File: src/ccpu_map.vh
/*
  register indices, field positions, reset values and mode codes of the
  capture/compare/pulse-width unit.
  assumes: included by ccpu_unit.v; byte address = 4 * register index.
*/
// What this block does
// - mode 0000 turns the unit off and resets its internal state
// - modes 0100-0111 capture on fall, rise, 4th rise, 16th rise
// - modes 1000/1001 drive output high/low on match and set flag
// - mode 1010 sets only the flag on match, pin unchanged
// - mode 1011 sets flag, resets 16-bit timer, starts conversion
// - modes 11xx are pulse-width; control bits 5:4 are duty lsbs
// - control bits 7 and 6 always read zero
// - capture copies the 16-bit timer into the high and low bytes
// - capture sets flag bit 2; only software clears it
// - a new capture overwrites an unread value
// - pin level is sampled even when the pin is an output
// - prescaler cleared when off, not capturing, or in reset
// - switching prescale settings keeps the prescaler count
// - compare runs continuously; match acts and flags same cycle
// - clearing control forces the unit output latch low
// - special event reset never sets the timer overflow flag
// - capture/compare use 16-bit timer; pwm uses 8-bit timer, 10 bits
// - after period match: clear timer, set output unless the new duty is zero, latch duty
// - output cleared when latched duty equals extended 8-bit timer
// - in pulse-width mode the high byte is read-only duty buffer
// - duty beyond period never clears the output
`ifndef CCPU_MAP_VH
`define CCPU_MAP_VH

// ---------------------------------------------------------------
// register indices
// ---------------------------------------------------------------
`define CCPU_IDX_FLAG     6'h0C
`define CCPU_IDX_LOW      6'h15
`define CCPU_IDX_HIGH     6'h16
`define CCPU_IDX_CTRL     6'h17

// ---------------------------------------------------------------
// fields and reset values
// ---------------------------------------------------------------
`define CCPU_FLAG_BIT     2
`define CCPU_CTRL_WMASK   8'h3F
`define CCPU_CTRL_RST     8'h00
`define CCPU_FLAG_RST     1'b0

// ---------------------------------------------------------------
// mode codes
// ---------------------------------------------------------------
`define CCPU_M_OFF        4'h0
`define CCPU_M_CAP_FALL   4'h4
`define CCPU_M_CAP_RISE   4'h5
`define CCPU_M_CAP_4      4'h6
`define CCPU_M_CAP_16     4'h7
`define CCPU_M_CMP_HIGH   4'h8
`define CCPU_M_CMP_LOW    4'h9
`define CCPU_M_CMP_SOFT   4'hA
`define CCPU_M_CMP_TRIG   4'hB

// ---------------------------------------------------------------
// bus answers
// ---------------------------------------------------------------
`define CCPU_RESP_OKAY    2'h0
`define CCPU_RESP_SLVERR  2'h2

`endif

File: src/ccpu_unit.v
/*
  capture/compare/pulse-width unit with an axi4-lite register slave.
  assumes: 16-bit and 8-bit timers live outside and are presented on
  ports; timer8_inc pulses on each 8-bit timer increment cycle; the pin
  level arrives asynchronously; one clock aclk, synchronous reset.
*/
// Implementation choice: the AXI4-Lite interface to the registers.
`timescale 1ns/1ps
`include "ccpu_map.vh"

module ccpu_unit #(
  parameter AW = 8
)(
  input  wire          aclk,
  input  wire          aresetn,
  input  wire [AW-1:0] s_axi_awaddr,
  input  wire          s_axi_awvalid,
  output reg           s_axi_awready,
  input  wire [31:0]   s_axi_wdata,
  input  wire [3:0]    s_axi_wstrb,
  input  wire          s_axi_wvalid,
  output reg           s_axi_wready,
  output reg  [1:0]    s_axi_bresp,
  output reg           s_axi_bvalid,
  input  wire          s_axi_bready,
  input  wire [AW-1:0] s_axi_araddr,
  input  wire          s_axi_arvalid,
  output reg           s_axi_arready,
  output reg  [31:0]   s_axi_rdata,
  output reg  [1:0]    s_axi_rresp,
  output reg           s_axi_rvalid,
  input  wire          s_axi_rready,
  input  wire          event_pin_i,
  input  wire [15:0]   timer16_pair,
  input  wire [7:0]    timer8_count,
  input  wire [7:0]    timer8_period,
  input  wire [1:0]    timer8_low_bits,
  input  wire          timer8_inc,
  input  wire          adc_enable,
  output reg           event_pin_o,
  output reg           unit_irq_flag,
  output reg           timer16_reset,
  output reg           adc_start,
  output reg           timer8_clear
);

  // ---------------------------------------------------------------
  // registers
  // ---------------------------------------------------------------
  reg  [7:0]    ctrl_r;
  reg  [7:0]    low_r;
  reg  [7:0]    high_r;
  reg  [1:0]    duty_lsb_r;
  reg  [3:0]    psc_r;
  reg           s1_r;
  reg           s2_r;
  reg           s3_r;
  reg           lvl_r;
  reg           lvl_d_r;
  reg  [AW-1:0] awaddr_r;
  reg  [31:0]   wdata_r;
  reg  [3:0]    wstrb_r;
  reg           aw_have_r;
  reg           w_have_r;

  wire [3:0]    mode    = ctrl_r[3:0];
  wire          is_cap  = (mode[3:2] == 2'b01);
  wire          is_cmp  = (mode[3:2] == 2'b10);
  wire          is_pwm  = (mode[3:2] == 2'b11);
  wire          rise    = lvl_r & ~lvl_d_r;
  wire          fall    = ~lvl_r & lvl_d_r;

  // ---------------------------------------------------------------
  // capture event select
  // ---------------------------------------------------------------
  reg           cap_evt;
  always @*
  begin
    case (mode)
      `CCPU_M_CAP_FALL: cap_evt = fall;
      `CCPU_M_CAP_RISE: cap_evt = rise;
      `CCPU_M_CAP_4:    cap_evt = rise & (psc_r[1:0] == 2'h3);
      `CCPU_M_CAP_16:   cap_evt = rise & (psc_r == 4'hF);
      default:          cap_evt = 1'b0;
    endcase
  end

  wire          cap_hit = is_cap & cap_evt;
  // compare against the 16-bit timer, every cycle
  wire          cmp_hit = is_cmp & ({high_r, low_r} == timer16_pair);
  wire          per_end = is_pwm & timer8_inc &
                          (timer8_count == timer8_period);
  wire [9:0]    duty_now = {low_r, ctrl_r[5:4]};
  // duty above period is simply never reached
  wire          duty_hit = is_pwm &
                ({high_r, duty_lsb_r} == {timer8_count, timer8_low_bits});

  // ---------------------------------------------------------------
  // bus write decode
  // ---------------------------------------------------------------
  wire          do_wr  = aw_have_r & w_have_r & ~s_axi_bvalid;
  wire [5:0]    wr_idx = awaddr_r[7:2];
  wire          wr_b0  = do_wr & wstrb_r[0];
  wire          wr_ok  = (wr_idx == `CCPU_IDX_FLAG) |
                         (wr_idx == `CCPU_IDX_LOW)  |
                         (wr_idx == `CCPU_IDX_HIGH) |
                         (wr_idx == `CCPU_IDX_CTRL);
  wire          wr_ctrl = wr_b0 & (wr_idx == `CCPU_IDX_CTRL);
  wire          wr_flag = wr_b0 & (wr_idx == `CCPU_IDX_FLAG);
  wire          wr_low  = wr_b0 & (wr_idx == `CCPU_IDX_LOW);
  wire          wr_high = wr_b0 & (wr_idx == `CCPU_IDX_HIGH);

  // ---------------------------------------------------------------
  // pin synchroniser and filter
  // ---------------------------------------------------------------
  // pin read whatever its direction, so port writes can capture
  always @(posedge aclk)
  begin
    if (!aresetn)
    begin
      s1_r    <= 1'b0;
      s2_r    <= 1'b0;
      s3_r    <= 1'b0;
      lvl_r   <= 1'b0;
      lvl_d_r <= 1'b0;
    end
    else
    begin
      s1_r    <= event_pin_i;
      s2_r    <= s1_r;
      s3_r    <= s2_r;
      if (s2_r == s3_r)
        lvl_r <= s3_r;
      lvl_d_r <= lvl_r;
    end
  end

  // ---------------------------------------------------------------
  // control register and capture prescaler
  // ---------------------------------------------------------------
  always @(posedge aclk)
  begin
    if (!aresetn)
    begin
      ctrl_r <= `CCPU_CTRL_RST;
      psc_r  <= 4'h0;
    end
    else
    begin
      if (wr_ctrl)
        ctrl_r <= wdata_r[7:0] & `CCPU_CTRL_WMASK;
      // prescale count survives a switch between capture modes
      // off is not capture, so off wipes the count too
      if (!is_cap)
        psc_r <= 4'h0;
      else if (rise)
        psc_r <= psc_r + 4'h1;
    end
  end

  // ---------------------------------------------------------------
  // capture/compare word
  // ---------------------------------------------------------------
  always @(posedge aclk)
  begin
    if (!aresetn)
    begin
      low_r  <= 8'h00;
      high_r <= 8'h00;
    end
    else if (cap_hit)
    begin
      // capture overwrites, unread or not
      low_r  <= timer16_pair[7:0];
      high_r <= timer16_pair[15:8];
    end
    else
    begin
      if (wr_low)
        low_r <= wdata_r[7:0];
      // duty buffer is read-only in pulse-width mode
      if (per_end)
        high_r <= low_r;
      else if (wr_high && !is_pwm)
        high_r <= wdata_r[7:0];
    end
  end

  // ---------------------------------------------------------------
  // two-bit duty latch
  // ---------------------------------------------------------------
  always @(posedge aclk)
  begin
    if (!aresetn)
      duty_lsb_r <= 2'h0;
    else if (mode == `CCPU_M_OFF)
      duty_lsb_r <= 2'h0;
    else if (per_end)
      duty_lsb_r <= ctrl_r[5:4];
  end

  // ---------------------------------------------------------------
  // interrupt flag
  // ---------------------------------------------------------------
  // hardware sets win over a software clear
  always @(posedge aclk)
  begin
    if (!aresetn)
      unit_irq_flag <= `CCPU_FLAG_RST;
    else if (cap_hit || cmp_hit)
      unit_irq_flag <= 1'b1;
    else if (wr_flag)
      unit_irq_flag <= wdata_r[`CCPU_FLAG_BIT];
  end

  // ---------------------------------------------------------------
  // output latch
  // ---------------------------------------------------------------
  // 1010 and 1011 leave it alone
  always @(posedge aclk)
  begin
    if (!aresetn)
      event_pin_o <= 1'b0;
    else if (mode == `CCPU_M_OFF)
      event_pin_o <= 1'b0;
    else if (cmp_hit && mode == `CCPU_M_CMP_HIGH)
      event_pin_o <= 1'b1;
    else if (cmp_hit && mode == `CCPU_M_CMP_LOW)
      event_pin_o <= 1'b0;
    else if (per_end)
      event_pin_o <= (duty_now != 10'h000);
    else if (duty_hit)
      event_pin_o <= 1'b0;
  end

  // ---------------------------------------------------------------
  // timer pulses
  // ---------------------------------------------------------------
  // trigger resets the timer and, if adc_enable, starts conversion; no overflow flag
  always @(posedge aclk)
  begin
    if (!aresetn)
    begin
      timer16_reset <= 1'b0;
      adc_start     <= 1'b0;
      timer8_clear  <= 1'b0;
    end
    else
    begin
      timer16_reset <= cmp_hit & (mode == `CCPU_M_CMP_TRIG);
      adc_start     <= cmp_hit & (mode == `CCPU_M_CMP_TRIG) &
                       adc_enable;
      timer8_clear  <= per_end;
    end
  end

  // ---------------------------------------------------------------
  // axi4-lite write channel
  // ---------------------------------------------------------------
  always @(posedge aclk)
  begin
    if (!aresetn)
    begin
      aw_have_r     <= 1'b0;
      w_have_r      <= 1'b0;
      awaddr_r      <= {AW{1'b0}};
      wdata_r       <= 32'h00000000;
      wstrb_r       <= 4'h0;
      s_axi_awready <= 1'b0;
      s_axi_wready  <= 1'b0;
      s_axi_bvalid  <= 1'b0;
      s_axi_bresp   <= `CCPU_RESP_OKAY;
    end
    else
    begin
      // ready is offered one cycle ahead; each channel taken once
      s_axi_awready <= ~aw_have_r & ~(s_axi_awvalid & s_axi_awready);
      s_axi_wready  <= ~w_have_r & ~(s_axi_wvalid & s_axi_wready);
      if (s_axi_awvalid && s_axi_awready)
      begin
        aw_have_r <= 1'b1;
        awaddr_r  <= s_axi_awaddr;
      end
      if (s_axi_wvalid && s_axi_wready)
      begin
        w_have_r <= 1'b1;
        wdata_r  <= s_axi_wdata;
        wstrb_r  <= s_axi_wstrb;
      end
      if (do_wr)
      begin
        s_axi_bvalid <= 1'b1;
        s_axi_bresp  <= wr_ok ? `CCPU_RESP_OKAY : `CCPU_RESP_SLVERR;
      end
      else if (s_axi_bvalid && s_axi_bready)
      begin
        s_axi_bvalid <= 1'b0;
        aw_have_r    <= 1'b0;
        w_have_r     <= 1'b0;
      end
    end
  end

  // ---------------------------------------------------------------
  // axi4-lite read channel
  // ---------------------------------------------------------------
  reg  [31:0]   rd_val;
  reg           rd_ok;
  always @*
  begin
    rd_val = 32'h00000000;
    rd_ok  = 1'b1;
    case (s_axi_araddr[7:2])
      `CCPU_IDX_FLAG: rd_val[`CCPU_FLAG_BIT] = unit_irq_flag;
      `CCPU_IDX_LOW:  rd_val[7:0] = low_r;
      `CCPU_IDX_HIGH: rd_val[7:0] = high_r;
      `CCPU_IDX_CTRL: rd_val[7:0] = ctrl_r & `CCPU_CTRL_WMASK;
      default:        rd_ok = 1'b0;
    endcase
  end

  always @(posedge aclk)
  begin
    if (!aresetn)
    begin
      s_axi_arready <= 1'b0;
      s_axi_rvalid  <= 1'b0;
      s_axi_rdata   <= 32'h00000000;
      s_axi_rresp   <= `CCPU_RESP_OKAY;
    end
    else
    begin
      s_axi_arready <= ~s_axi_rvalid & ~(s_axi_arvalid & s_axi_arready);
      if (s_axi_arvalid && s_axi_arready)
      begin
        s_axi_rvalid <= 1'b1;
        s_axi_rdata  <= rd_val;
        s_axi_rresp  <= rd_ok ? `CCPU_RESP_OKAY : `CCPU_RESP_SLVERR;
      end
      else if (s_axi_rvalid && s_axi_rready)
        s_axi_rvalid <= 1'b0;
    end
  end

endmodule
File: config.mk
export PLATFORM = sky130hd
export DESIGN_NAME = ccpu_unit
export DESIGN_NICKNAME = d
export VERILOG_FILES = /design/src/ccpu_unit.v
export VERILOG_INCLUDE_DIRS = /design/src
export SDC_FILE = /design/constraint.sdc
export NUM_CORES = 1
export LEC_CHECK = 0
export BUFFER_PORTS_ARGS = -buffer_cell sky130_fd_sc_hd__buf_4
export CORE_MARGIN = 1.5
export CORE_UTILIZATION = 53
export CTS_CLUSTER_SIZE = 40
export DETAILED_ROUTE_END_ITERATION = 6
export MAX_ROUTING_LAYER = met4
export PLACE_DENSITY = 0.86
export SLEW_MARGIN = 40
export SYNTH_ARGS = -nofsm -noshare
export SYNTH_HDL_FRONTEND = slang
export SYNTH_SLANG_ARGS = --single-unit
export TNS_END_PERCENT = 20
File: constraint.sdc
create_clock -name aclk -period 4 [get_ports aclk]
set_clock_uncertainty 0.1 [all_clocks]
set_input_delay 0.8 -clock aclk [delete_from_list [all_inputs] [get_ports aclk]]
set_output_delay 0.8 -clock aclk [all_outputs]
set_load 0.02 [all_outputs]
==> reports/qor.csv <==
metric,value,unit
vias_per_cell,5.60,
ys_seq_area_frac,0.378,
dp_hpwl,7280,µm
fmax,0.418,GHz
clk_latency,340,ps
cts_resized,0,
synth_edf_count,0,
avgSynthCellArea,8.24,µm²
cts-htree-levels,3,
antenna_cells,0,
stdcell_area,4470,µm²
maxCapViolations,0,
wire_per_inst,15.5,µm
startpoint_type,register,
drcViolationCount,0,
grt_max_degree,36,
grt_pass1_wl,15600,µm
report.final.slew_viol_count,0,
vias,3495,
drtIter0Drc,226,
setup.worst_path.end_class,register,
crit_arrival,2530,ps
drive_above_1_share,0.214,
grt_usage,0.274,
ys_warn_count,0,
area_growth,20.7,%
core,6790,µm²
netlist_instances,450,
cts_hold_buf,0,
place_area,4270,µm²
postRouteAntennaNets,0,
die_w,86.6,µm
nets,620,
syn-cell-area,3710,µm²
antenna_found_initial,0,
criticalPathCategory,register to register,
cts_sinks,70,
start_util,0.545,
cts_root_buffer,clkbuf_8,
io_pins,142,
core.rowCount,30,
hold_viol,0,
crit_required,4130,ps
gp_congestion,0.957,
hold_path.class,register to register,
cp_max_fo,35,
rsz0062_at_grt,false,
run_status,completed,
synth-main-ff-cell,dfxtp_1,
synthArstFlopShare,0,
die_area,7500,µm²
firstDrtPassIters,5,
clkSlewWorstSetupHoldPaths,80,ps
setup_viol,0,
portBuffers,84,
p_per_area,337,nW/µm²
wl,9660,µm
post-route-min-period,2390,ps
first_global_vias,3369,
grt_overflow_total,0,
irDropWorstVdd,289,µV
postCtsSetupBuffers,0,
worst_pin_slew,665,ps
synth_seq_cells,70,
clockBufferDepth,2,
tns,0,ps
fin_crit_sh,0.598,
finalPower,1510,µW
numCtsBuffers,9,
slew_headroom,0.551,
p_leak,0.00177,µW
fp.dieH,86.6,µm
cts_tree,done,
yosysUniqueCellTypes,51,
path summary, 6_finish.rpt:
check	start	to	slack, ps	cells after the start
hold reg to reg	s1_r	s2_r	340	1
setup / recovery	psc_r[0]	high_r[2]	1610	6
hold / removal	s1_r	s2_r	340	1
setup reg to reg	psc_r[0]	high_r[2]	1610	6
flip-flops by register name, summed over array words and instances, names as in the netlist, 2 cells and up:
| register | count |
|---|---|
| high_r | 8 |
| low_r | 8 |
| s_axi_rdata | 8 |
| psc_r | 4 |
| duty_lsb_r | 2 |
| awaddr_r | 6 |
| ctrl_r | 6 |
| wdata_r | 8 |
power by group:
part | total, µW | internal (µW) | switching (µW)
registers | 723 | 711 | 12.6
logic | 184 | 78.8 | 105
clock network | 602 | 325 | 277
total | 1510 | 1110 | 394
routing by layer:
layer	global-route usage	vias up	part of all wire	wire length, µm
met4	0.129	0	0.020	192
met3	0.0476	16	0.076	737
met1	0.345	1610	0.43	4150
li1	-	1695	-	-
met2	0.426	174	0.47	4580
met5	-	-	0	0
cell families after synthesis:
group,share of synthesized area
xor+xnor,0.0874
flops,0.378
buf+inv,0.0932
simple gates,0.239
fa+ha+maj,0.00338
other cells,0.00101
mux,0.0209
compound gates,0.177
cell type report:
type,count,area [µm²]
Fill cell,574,2320
Sequential cell,70,1400
Tap cell,96,120
Clock buffer,12,155
Multi-Input combinational cell,344,2050
Timing Repair Buffer,86,646
Inverter,12,45.0
Clock inverter,4,53.8
critical path, stage by stage, from the launching register on:
cell      delay [ps]
dfxtp_1          370
ha_1             160
nand3b_1         150
a221oi_2         330
nand2_2          430
and4_1           480
a32o_1           250
cells in the mapped netlist (3+ instances only):
library cell,count,area (µm²)
nor2b_1,5,31.3
a21oi_1,42,210
o211ai_1,8,60.1
inv_1,12,45.0
and3b_1,3,26.3
or3_1,3,18.8
a22oi_1,8,60.1
a211oi_1,8,60.1
a32o_1,8,80.1
nand3_1,15,75.1
xnor2_1,13,114
nor3_1,18,90.1
buf_4,26,195
mux2_2,6,67.6
nor2_1,28,105
clkbuf_1,11,41.3
o21a_1,8,60.1
xor2_1,24,210
nand2b_1,6,37.5
o21ai_1,8,40.0
nor4_1,10,62.6
and2_1,7,43.8
dfxtp_1,70,1400
and3_1,3,18.8
buf_2,8,40.0
nand4_1,13,81.3
nand2_1,46,173
o21ai_0,4,20.0
and4_1,3,26.3
through the flow:
step                std cells  worst slack, ps  hold slack, ps   util
finish                    624             1610             337  0.659
global route              624             1500             365  0.659
CTS                       624             1650             341  0.659
detailed placement        608             1430             320  0.628
global placement          608             1460             317  0.628
floorplan                 475             1830             312      -
cells in the final DEF (no fill, tap or decap), types with 7 or more instances in the layout:
cell and count:
o21ai_1 8, o21a_1 8, and2_1 7, xnor2_1 13, dfxtp_1 70, conb_1 26
nor4_1 10, nand3_1 15, a22oi_1 8, nor3_1 18, xor2_1 24, a32o_1 8
a211oi_1 8, nand2_1 46, o211ai_1 8, clkbuf_8 11, nand4_1 13, inv_1 12
a21oi_1 42, nor2_1 28, buf_4 86
Power figures use the tool's default switching activity.
